### src/sgc_regs.svh
// Offsets, field positions, reset values and timing counts of global control one
`ifndef SGC_REGS_SVH
`define SGC_REGS_SVH
`define SGC_GC1_OFFSET 8'h03
`define SGC_BIT_PASS_ALL 7
`define SGC_BIT_RSVD 6
`define SGC_BIT_TX_FC_DIS 5
`define SGC_BIT_RX_FC_DIS 4
`define SGC_BIT_LEN_CHECK 3
`define SGC_BIT_AGING_EN 2
`define SGC_BIT_FAST_AGE 1
`define SGC_BIT_AGGR_BACKOFF 0
`define SGC_RESET_FIXED 8'h00
`define SGC_LEN_CHECK_LIMIT 16'h05DC
`define SGC_CLK_HZ 200000000
`define SGC_FAST_AGE_US 800
`define SGC_NORMAL_AGE_S 300
`define SGC_NORMAL_AGE_EXTRA_S 75
`define SGC_FAST_AGE_CYCLES ((`SGC_CLK_HZ / 1000000) * `SGC_FAST_AGE_US)
`define SGC_NORMAL_AGE_CYCLES_64 (64'd200000000 * 64'd300)
`endif

### src/sgc_pkg.sv
// Types shared by the global control one block
package sgc_pkg;
  typedef struct packed {
    logic pass_all;
    logic rsvd;
    logic tx_fc_dis;
    logic rx_fc_dis;
    logic len_check;
    logic aging_en;
    logic fast_age;
    logic aggr_backoff;
  } sgc_ctrl_t;

  typedef struct packed {
    logic [1:0] flow_ctrl_s;
    logic [1:0] aging_s;
    logic [1:0] backoff_s;
  } sgc_strap_sync_t;

  typedef enum logic [0:0] {SGC_AGE_IDLE, SGC_AGE_COUNT} sgc_age_state_t;
endpackage

### src/sgc_age_timer.sv
// Aging interval timer that pulses once per age period
`timescale 1ns/10ps
`include "sgc_regs.svh"
module sgc_age_timer #(
  parameter logic [63:0] NORMAL_CYCLES = 64'd60000000000,
  parameter logic [63:0] EXTRA_CYCLES = 64'd15000000000
) (
  input wire logic ref_clk,
  input wire logic rst,
  input wire logic enable,
  input wire logic fast,
  output logic age_tick
);
  typedef struct packed {
    sgc_pkg::sgc_age_state_t st;
    logic [63:0] cnt;
    logic tick;
  } sgc_timer_state_t;

  sgc_timer_state_t s_q;
  sgc_timer_state_t s_d;
  logic [63:0] limit;

  // Fast interval or normal 300 plus 75 seconds
  always_comb begin
    if (fast) begin
      limit = 64'(`SGC_FAST_AGE_CYCLES); // see [RL8]
    end else begin
      limit = NORMAL_CYCLES + EXTRA_CYCLES; // see [RL10]
    end
  end

  // Count while aging is enabled; stop and clear when disabled
  always_comb begin
    s_d = s_q;
    s_d.tick = 1'b0;
    unique case (s_q.st)
      sgc_pkg::SGC_AGE_IDLE: begin
        s_d.cnt = 64'h0;
        if (enable) begin
          s_d.st = sgc_pkg::SGC_AGE_COUNT;
        end
      end
      sgc_pkg::SGC_AGE_COUNT: begin
        if (!enable) begin
          s_d.st = sgc_pkg::SGC_AGE_IDLE; // see [RL6]
          s_d.cnt = 64'h0;
        end else if (s_q.cnt >= limit - 64'h1) begin
          s_d.cnt = 64'h0;
          s_d.tick = 1'b1;
        end else begin
          s_d.cnt = s_q.cnt + 64'h1;
        end
      end
    endcase
  end

  // State register
  always_ff @(posedge ref_clk) begin
    if (rst) begin
      s_q <= '{st: sgc_pkg::SGC_AGE_IDLE, cnt: 64'h0, tick: 1'b0};
    end else begin
      s_q <= s_d;
    end
  end

  assign age_tick = s_q.tick;
endmodule // sgc_age_timer

### src/sgc_global_control_one.sv
// Global control one register with strap defaults and derived enables
`timescale 1ns/10ps
`include "sgc_regs.svh"

// Behaviour
// [RL1] Bit 7 set makes the switch forward every frame, errored ones too, for debug.
// [RL2] Bit 5 clear lets transmit pause follow negotiation; set forces it off.
// [RL3] Bit 4 clear lets receive pause follow negotiation; set forces it off.
// [RL4] Bits 5 and 4 reset from one pulled-down strap, then are written separately.
// [RL5] Bit 3 set drops frames whose length field under 1500 mismatches the true length.
// [RL6] Bit 2 enables address aging; clear stops aging entirely.
// [RL7] The aging enable resets from a pulled-up strap; low disables aging.
// [RL8] Bit 1 selects a fast age interval of about 800 us and resets to zero.
// [RL9] Bit 0 enables aggressive half-duplex back-off, reset from a pulled-down strap.
// [RL10] With fast aging off the age period is 300 plus 75 seconds.
// [RL11] Bit 6 is reserved, reads back what was written, resets to zero, does nothing.
module sgc_global_control_one (
  input wire logic ref_clk,
  input wire logic rst,
  input wire logic flow_ctrl_strap_pin,
  input wire logic aging_strap_pin,
  input wire logic backoff_strap_pin,
  input wire logic reg_wr,
  input wire logic reg_rd,
  input wire logic [7:0] reg_addr,
  input wire logic [7:0] reg_wdata,
  output logic [7:0] reg_rdata,
  output logic reg_rvalid,
  input wire logic an_tx_pause,
  input wire logic an_rx_pause,
  input wire logic rx_frame_valid,
  input wire logic rx_frame_err,
  input wire logic [15:0] rx_len_field,
  input wire logic [15:0] rx_actual_len,
  output logic tx_fc_en,
  output logic rx_fc_en,
  output logic pass_all_frames,
  output logic frame_accept,
  output logic frame_drop,
  output logic aging_en,
  output logic fast_age_en,
  output logic age_tick,
  output logic aggr_backoff_en
);
  ////////////////////////////////////////////////////////////////////////////
  typedef struct packed {
    sgc_pkg::sgc_strap_sync_t sync;
    logic strap_pending;
    sgc_pkg::sgc_ctrl_t ctrl;
    logic [7:0] rdata;
    logic rvalid;
    logic tx_fc;
    logic rx_fc;
    logic accept;
    logic drop;
    logic tick;
  } sgc_state_t;

  sgc_state_t s_q;
  sgc_state_t s_d;
  logic timer_tick;
  logic len_mismatch;

  // Length field check applies only to length-coded frames under 1500
  function automatic logic len_bad(input logic [15:0] field, input logic [15:0] actual);
    len_bad = (field < `SGC_LEN_CHECK_LIMIT) && (field != actual);
  endfunction

  assign len_mismatch = len_bad(rx_len_field, rx_actual_len);

  ////////////////////////////////////////////////////////////////////////////
  // Age interval timer
  sgc_age_timer #(
    .NORMAL_CYCLES(`SGC_NORMAL_AGE_CYCLES_64),
    .EXTRA_CYCLES(64'd200000000 * 64'd75)
  ) u_age_timer (
    .ref_clk(ref_clk),
    .rst(rst),
    .enable(s_q.ctrl.aging_en), // see [RL6]
    .fast(s_q.ctrl.fast_age), // see [RL8]
    .age_tick(timer_tick)
  );

  ////////////////////////////////////////////////////////////////////////////
  // Next state: strap sync, strap load, register access, derived enables
  always_comb begin
    s_d = s_q;
    s_d.sync.flow_ctrl_s = {s_q.sync.flow_ctrl_s[0], flow_ctrl_strap_pin};
    s_d.sync.aging_s = {s_q.sync.aging_s[0], aging_strap_pin};
    s_d.sync.backoff_s = {s_q.sync.backoff_s[0], backoff_strap_pin};
    s_d.rvalid = 1'b0;
    s_d.accept = 1'b0;
    s_d.drop = 1'b0;
    s_d.tick = timer_tick;
    if (s_q.strap_pending) begin
      // Straps latched once after release, after passing the synchroniser
      s_d.strap_pending = 1'b0;
      s_d.ctrl.tx_fc_dis = s_q.sync.flow_ctrl_s[1]; // see [RL4]
      s_d.ctrl.rx_fc_dis = s_q.sync.flow_ctrl_s[1]; // see [RL4]
      s_d.ctrl.aging_en = s_q.sync.aging_s[1]; // see [RL7]
      s_d.ctrl.aggr_backoff = s_q.sync.backoff_s[1]; // see [RL9]
    end else if (reg_wr && reg_addr == `SGC_GC1_OFFSET) begin
      s_d.ctrl = sgc_pkg::sgc_ctrl_t'(reg_wdata); // see [RL11]
    end
    if (reg_rd) begin
      s_d.rvalid = 1'b1;
      s_d.rdata = (reg_addr == `SGC_GC1_OFFSET) ? 8'(s_q.ctrl) : 8'h00;
    end
    // Pause enables gated by negotiation result
    s_d.tx_fc = an_tx_pause && !s_q.ctrl.tx_fc_dis; // see [RL2]
    s_d.rx_fc = an_rx_pause && !s_q.ctrl.rx_fc_dis; // see [RL3]
    // Frame filter decision
    if (rx_frame_valid) begin
      if (s_q.ctrl.pass_all) begin
        s_d.accept = 1'b1; // see [RL1]
      end else if (rx_frame_err || (s_q.ctrl.len_check && len_mismatch)) begin
        s_d.drop = 1'b1; // see [RL5]
      end else begin
        s_d.accept = 1'b1;
      end
    end
  end

  // State register
  always_ff @(posedge ref_clk) begin
    if (rst) begin
      s_q <= '0;
      // Keep the strap synchroniser running so the load after release sees the pins
      s_q.sync <= s_d.sync; // see [RL4]
      s_q.strap_pending <= 1'b1;
      s_q.ctrl <= sgc_pkg::sgc_ctrl_t'(`SGC_RESET_FIXED); // see [RL8]
    end else begin
      s_q <= s_d;
    end
  end

  ////////////////////////////////////////////////////////////////////////////
  // Outputs from flip-flops
  assign reg_rdata = s_q.rdata;
  assign reg_rvalid = s_q.rvalid;
  assign tx_fc_en = s_q.tx_fc;
  assign rx_fc_en = s_q.rx_fc;
  assign pass_all_frames = s_q.ctrl.pass_all;
  assign frame_accept = s_q.accept;
  assign frame_drop = s_q.drop;
  assign aging_en = s_q.ctrl.aging_en;
  assign fast_age_en = s_q.ctrl.fast_age;
  assign age_tick = s_q.tick;
  assign aggr_backoff_en = s_q.ctrl.aggr_backoff;
endmodule // sgc_global_control_one

### config.mk
export PLATFORM = sky130hd
export DESIGN_NAME = sgc_global_control_one
export DESIGN_NICKNAME = d
export VERILOG_FILES = /design/src/sgc_pkg.sv /design/src/sgc_age_timer.sv /design/src/sgc_global_control_one.sv
export VERILOG_INCLUDE_DIRS = /design/src
export SDC_FILE = /design/constraint.sdc
export NUM_CORES = 1
export LEC_CHECK = 0
export BUFFER_PORTS_ARGS = -buffer_cell sky130_fd_sc_hd__buf_2
export CORE_ASPECT_RATIO = 0.5
export CORE_MARGIN = 10
export CORE_UTILIZATION = 44
export DETAILED_ROUTE_END_ITERATION = 10
export PLACE_DENSITY_LB_ADDON = 0.3
export SYNTH_ARGS = -nofsm -noshare
export SYNTH_HDL_FRONTEND = slang
export SYNTH_SLANG_ARGS = --single-unit
export TNS_END_PERCENT = 10
### constraint.sdc
create_clock -name ref_clk -period 3.94 [get_ports ref_clk]
set_input_delay 0.788 -clock ref_clk [delete_from_list [all_inputs] [get_ports ref_clk]]
set_output_delay 0.788 -clock ref_clk [all_outputs]
set_load 0.02 [all_outputs]
# Yosys cells after proc, flatten, opt, wreduce, memory -nomap -nowiden
# Index checks and enable logic that the tools add are counted.
# op_classes
multipliers	0
n_reduce_logical	13
shifts	0
bitwise	4
n_eq_ne	2
div_mod_pow	0
n_mux	21
add_sub_neg	2
magnitude_cmp	2
# op_table
op	count
65-bit case mux with 2 select lines	1
64-bit two-way mux	2
64-bit by 1-bit adder with 64-bit output (second input constant)	1
64-bit greater-or-equal comparator	1
37-bit by 1-bit subtractor with 38-bit output (second input constant)	1
37-bit two-way mux	1
23-bit two-way mux	1
16-bit by 11-bit less-than comparator with 1-bit output (second input constant)	1
8-bit two-way mux	2
16-bit inequality test	1
1-bit two-way mux	10
9-bit two-way mux	1
8-bit by 2-bit == test with 1-bit output (second input constant)	1
2-bit two-way mux	3
3-bit OR reduction	2
1-bit logical AND	5
1-bit NOT	4
1-bit logical NOT	2
2-bit AND reduction	1
2-bit nonzero test	1
2-bit OR reduction	1
1-bit logical OR	1
# word_totals
register_bits	95
n_memories	0
word_cells	66
mem_bits_ro	0
ramBits	0
out_inout_bits	18
latch_bits	0
in_bits	59

# Logic depth before layout (Yosys ltp)
# depth
ltp_word	8
ltp_mapped	10
mapped_depth_nobuf	8

# Modules after synthesis
# Synthesis repeated with hierarchy kept, for this count alone.
# hier_totals
hier_cells	423
hier_area_um2	4180.3
# by_module_without_submodules
module	n_inst	seq_area_each_um2	area_per_inst_um2	cells_each
sgc_age_timer	1	1321.3	2927.8	296
sgc_global_control_one	1	580.6	1252.5	127

# Worst setup path after synthesis
# OpenSTA, ideal clock, no wires.
# synth_timing
path_type	register to register
from	reg s_q, in the netlist fast_age_en
to	reg u_age_timer.s_q[10] in the netlist's numbering
path_stages_with_launch	11
required_ps	3821
setup_ps	119
path_slack_ps	1206
path_buffers	2
synth_period_minus_slack_ps	2734
arrival_time_ps	2615
path_cell_list	dfxtp_1 > inv_1 > ha_1 > a311oi_1 > a211oi_1 > o21a_1 > o21ai_1 > a2111oi_2 > buf_2 > buf_4 > nor3_2
# synth_between
elab_chain_cells	6
# synth_lines
item	line_no	text
from (decl)	sgc_global_control_one.sv:59	sgc_state_t s_q;
37-bit two-way mux	sgc_age_timer.sv:26	if (fast) begin
37-bit by 1-bit subtractor with 38-bit output	sgc_age_timer.sv:48	end else if (s_q.cnt >= limit - 64'h1) begin
64-bit greater-or-equal comparator	sgc_age_timer.sv:48	
64-bit two-way mux	sgc_age_timer.sv:48	
64-bit two-way mux	sgc_age_timer.sv:45	if (!enable) begin
65-bit case mux with 2 select lines	sgc_age_timer.sv:37	unique case (s_q.st)
to (signal assigned)	sgc_age_timer.sv:61	s_q <= '{st: sgc_pkg::SGC_AGE_IDLE, cnt: 64'h0, tick: 1'b0};
to (decl)	sgc_age_timer.sv:20	sgc_timer_state_t s_q;
# Every way passes these cells. The select of a mux whose other input is x is not followed.
# A chain may end at the register's enable or synchronous reset.

# Worst setup path in the final report
# layout_timing
from	reg s_q, in the netlist fast_age_en
to	reg u_age_timer.s_q[16] in the netlist's numbering
# The elaborated chain is that of the path after synthesis.

==> results.sh <==
export IMPL_number_of_instances_in_the_synthesized_netlist=405
export IMPL_setup_violations=0
export IMPL_htree_levels=3
export IMPL_ys_seq_area_share_pct=46.2
export IMPL_clk_pin_slew_ns=0.06
export IMPL_critical_path_n_buffers_inverters=2
export IMPL_r2r_cells=9
export IMPL_power_density_cell_area_nw_per_um2=389
export IMPL_end_of_the_worst_register_to_register_path="u_age_timer.s_q[16]"
export IMPL_tritoncts="built"
export IMPL_fin_setup_tns_ns=0
export IMPL_globalRouteTotalUtil_pct=13.0
export IMPL_worst_setup_path_start_kind="flip-flop"
export IMPL_min_from="s_d[24]"
export IMPL_synthesis_area_um2=4110
export IMPL_hold_path_endpoint="s_q[24]"
export IMPL_avgRoutedWirePerCell_um=14.2
export IMPL_remaining_max_slew_budget_at_the_tightest_pin_pct=42.7
export IMPL_cell_internal_pwr_mw=1.54
export IMPL_final_net_count=575
export IMPL_synth_warning_count=0
export IMPL_crit_family="compound AO/OA/AOI/OAI gates"
export IMPL_post_route_drc_count=0
export IMPL_route_final_wire_length_mm=8.79
export IMPL_post_cts_resize_count=0
export IMPL_finalCritPeriodShare_pct=72.1
export IMPL_count_of_inserted_antenna_diode_cells=0
export IMPL_clockRootBuffer="sky130_fd_sc_hd__clkbuf_16"
export IMPL_worstPathArrival_ns=3.04
export IMPL_syn_area_per_cell_um2=10.2
export IMPL_critical_path_required_time_ns=4.14
export IMPL_grt_antenna_before_repair=0
export IMPL_cp_num_cells=9
export IMPL_clock_network_latency_to_the_later_pin_of_the_worst_skew_pair_ns=0.34
export IMPL_firstDrtPassIters=4
export IMPL_clock_sink_count=95
export IMPL_num_vias=3100
export IMPL_total_clock_buffers_created_by_cts=9
export IMPL_layout_cells_most_common_list="95 x sky130_fd_sc_hd__dfxtp_1, 76 x sky130_fd_sc_hd__buf_2, 42 x sky130_fd_sc_hd__xor2_1"
export IMPL_max_freq_mhz=352
export IMPL_routed_via_density=5.02
export IMPL_share_seq_of_total_power_pct=51.6
export IMPL_top_level_ports=77
export IMPL_number_of_global_route_vias_before_repair=2992
export IMPL_die_w_um=157
export IMPL_cellLeakagePower_nw=2.06
export IMPL_regToRegStartpoint="fast_age_en"
export IMPL_post_route_min_period_ns=2.84
export IMPL_final_core_utilization_pct=55.6
export IMPL_cts_post_setup_buffers_inserted=0
export IMPL_switchingPower_mw=0.381
export IMPL_synthArstFlopShare_pct=0
export IMPL_cap_violations=0
export IMPL_reg2reg_setup_slack_ns=1.10
export IMPL_portBuffers=76
export IMPL_endpoint_kind="flip-flop"
export IMPL_dp_final_hpwl_mm=6.40
export IMPL_power_combinational_fraction_pct=4.1
export IMPL_final_max_slew_violation_count=0
export IMPL_floorplan_die_area_um2=13800
export IMPL_fillerInstances=785
export IMPL_floorplan_core_area_um2=8890
export IMPL_timing_critical_path_slowest_cell_delay_ns=0.78
export IMPL_drtIter0Drc=192
export IMPL_timing_setup_critical_path_class="flip-flop to flip-flop"
export IMPL_critical_path_max_fanout=29
export IMPL_chipHeight_um=88.4
export IMPL_power_switching_share_pct=19.8
export IMPL_finalHoldViolCount=0
export IMPL_series_of_cell_instances_along_the_critical_path="inv_1, ha_1, a311oi_1, a211oi_1, o21a_1, o21ai_1, a2111oi_4, buf_12, nor3_1"
export IMPL_synth_cell_type_count=48
export IMPL_fp_row_count=24
export IMPL_hold_depth=0
export IMPL_synth_ff_latch_count=95
export IMPL_power_frac_clock_pct=44.3
export IMPL_yosys_most_used_dff="sky130_fd_sc_hd__dfxtp_1"
export IMPL_largest_net_degree_at_the_start_of_global_routing=39
export IMPL_mostFrequentLayoutCell="sky130_fd_sc_hd__dfxtp_1"
export IMPL_clock_skew_final_ns=0.00545
export IMPL_ir_worst_vdd_v=0.000187
export IMPL_place_congestion=0.784
export IMPL_floorplan_initialDensity_pct=46.3
export IMPL_worstMarginPinSlew_ns=0.860
export IMPL_timing_hold_worst_class="flip-flop to flip-flop"
export IMPL_synth_enable_flop_cells=0
export IMPL_postCtsHoldBufs=0
export IMPL_run_status="completed"
export IMPL_area_growth_syn_to_layout_pct=20.2
export IMPL_critPathSlowestCell="sky130_fd_sc_hd__a2111oi_4"
export IMPL_grt_overflow_total=0
export IMPL_layout_drive_gt1_share_pct=25.3
export IMPL_maximum_count_of_clock_buffers_along_a_single_path=2
export IMPL_grt_first_pass_wirelength_mm=14.5
export IMPL_route_antenna_remaining_nets=0
export IMPL_setup_repair_after_global_routing_missed_its_margin="false"
-- metrics by stage --
step | std cells | cell area [um2] | power (mW) | hold slack (ns) | setup slack [ns]
2_1_floorplan | 430 | 4210 | 1.05 | 0.310 | 1.21
3_3_place_gp | 604 | 4650 | 1.09 | 0.312 | 1.18
3_5_place_dp | 604 | 4650 | 1.09 | 0.312 | 1.10
4_1_cts | 618 | 4940 | 1.95 | 0.326 | 1.10
5_1_grt | 618 | 4940 | 1.99 | 0.338 | 0.903
6_report | 618 | 4940 | 1.92 | 0.326 | 1.10
-- routing by layer --
layer | track usage (%) | up-vias | wire, um
met4 | 5.28 | 0 | 143
met2 | 20.3 | 90 | 3660
met5 | 0 | - | 0
met3 | 5.38 | 12 | 681
li1 | - | 1590 | -
met1 | 15.7 | 1408 | 4300
-- synthesized netlist by cell type (2+ instances only) --
cell type | number | area share (%)
sky130_fd_sc_hd__ha_1 | 18 | 5.5
sky130_fd_sc_hd__and3_1 | 11 | 1.7
sky130_fd_sc_hd__dfxtp_1 | 95 | 46
sky130_fd_sc_hd__nor2_1 | 18 | 1.6
sky130_fd_sc_hd__clkbuf_1 | 8 | 0.73
sky130_fd_sc_hd__nand2_1 | 18 | 1.6
sky130_fd_sc_hd__buf_2 | 3 | 0.36
sky130_fd_sc_hd__nor3b_1 | 4 | 0.73
sky130_fd_sc_hd__buf_6 | 3 | 0.82
sky130_fd_sc_hd__o211ai_1 | 2 | 0.36
sky130_fd_sc_hd__a21o_1 | 2 | 0.36
sky130_fd_sc_hd__nand3_1 | 26 | 3.2
sky130_fd_sc_hd__mux2i_1 | 6 | 1.5
sky130_fd_sc_hd__and4_1 | 2 | 0.43
sky130_fd_sc_hd__nand4b_1 | 3 | 0.64
sky130_fd_sc_hd__mux2_2 | 2 | 0.55
sky130_fd_sc_hd__nor4_1 | 9 | 1.4
sky130_fd_sc_hd__nor2b_1 | 3 | 0.46
sky130_fd_sc_hd__o21ai_0 | 3 | 0.36
sky130_fd_sc_hd__or2_2 | 3 | 0.46
sky130_fd_sc_hd__a31oi_1 | 2 | 0.30
sky130_fd_sc_hd__nor3_2 | 21 | 5.1
sky130_fd_sc_hd__or4_1 | 3 | 0.55
sky130_fd_sc_hd__nor4_4 | 2 | 1.0
sky130_fd_sc_hd__inv_1 | 7 | 0.64
sky130_fd_sc_hd__nand2b_1 | 8 | 1.2
sky130_fd_sc_hd__xor2_1 | 42 | 8.9
sky130_fd_sc_hd__nor3_1 | 24 | 2.9
sky130_fd_sc_hd__buf_4 | 9 | 1.6
sky130_fd_sc_hd__xnor2_1 | 10 | 2.1
sky130_fd_sc_hd__nand4_1 | 8 | 1.2
sky130_fd_sc_hd__a21oi_1 | 11 | 1.3
sky130_fd_sc_hd__a211oi_1 | 4 | 0.73
-- logic make-up after synthesis --
group,after synthesis,share of synthesized area (%)
AND/OR/NAND/NOR,170,25.9
flip-flops,95,46.2
XOR/XNOR,52,11.1
AO/OA/AOI/OAI,31,5.02
buffers and inverters,30,4.20
adder cells (fa/ha/maj),18,5.48
multiplexers,8,2.01
other,1,0.0912
-- worst max-delay path by stage --
stage / from / to / slack (ns)
2_1_floorplan: fast_age_en / u_age_timer.s_q[10] / 1.21
3_3_place_gp: fast_age_en / u_age_timer.s_q[2] / 1.18
3_5_place_dp: fast_age_en / u_age_timer.s_q[23] / 1.10
4_1_cts: fast_age_en / u_age_timer.s_q[16] / 1.10
5_1_grt: fast_age_en / u_age_timer.s_q[22] / 0.90
6_report: fast_age_en / u_age_timer.s_q[16] / 1.10
-- area by class of cell --
type | count | area [um2] | area share (%)
repair buffers | 80 | 423 | 8.55
clock inverters | 3 | 43.8 | 0.886
flip-flops and latches | 95 | 1900 | 38.5
inverters | 7 | 26.3 | 0.532
multi-input cells | 305 | 2150 | 43.5
well taps | 117 | 146 | 2.96
clock buffers | 11 | 253 | 5.11
-- sequential cells by signal, indices dropped and copies added (netlist names) --
signal	flops
u_age_timer.s_q	65
reg_rdata	8
s_q	8
s_d	3
age_tick	1
aggr_backoff_en	1
aging_en	1
fast_age_en	1
frame_accept	1
frame_drop	1
pass_all_frames	1
reg_rvalid	1
rx_fc_en	1
tx_fc_en	1
u_age_timer.age_tick	1
-- power groups by stage --
| stage | Clock, mW | Sequential [mW] | Combinational [mW] |
|---|---|---|---|
| 2_1_floorplan | 0 | 1.02 | 0.0306 |
| 3_3_place_gp | 0 | 1.01 | 0.0762 |
| 3_5_place_dp | 0 | 1.01 | 0.0772 |
| 4_1_cts | 0.878 | 0.993 | 0.0782 |
| 5_1_grt | 0.909 | 0.995 | 0.0870 |
| 6_report | 0.852 | 0.993 | 0.0783 |
(Power assumes the default switching activity.)
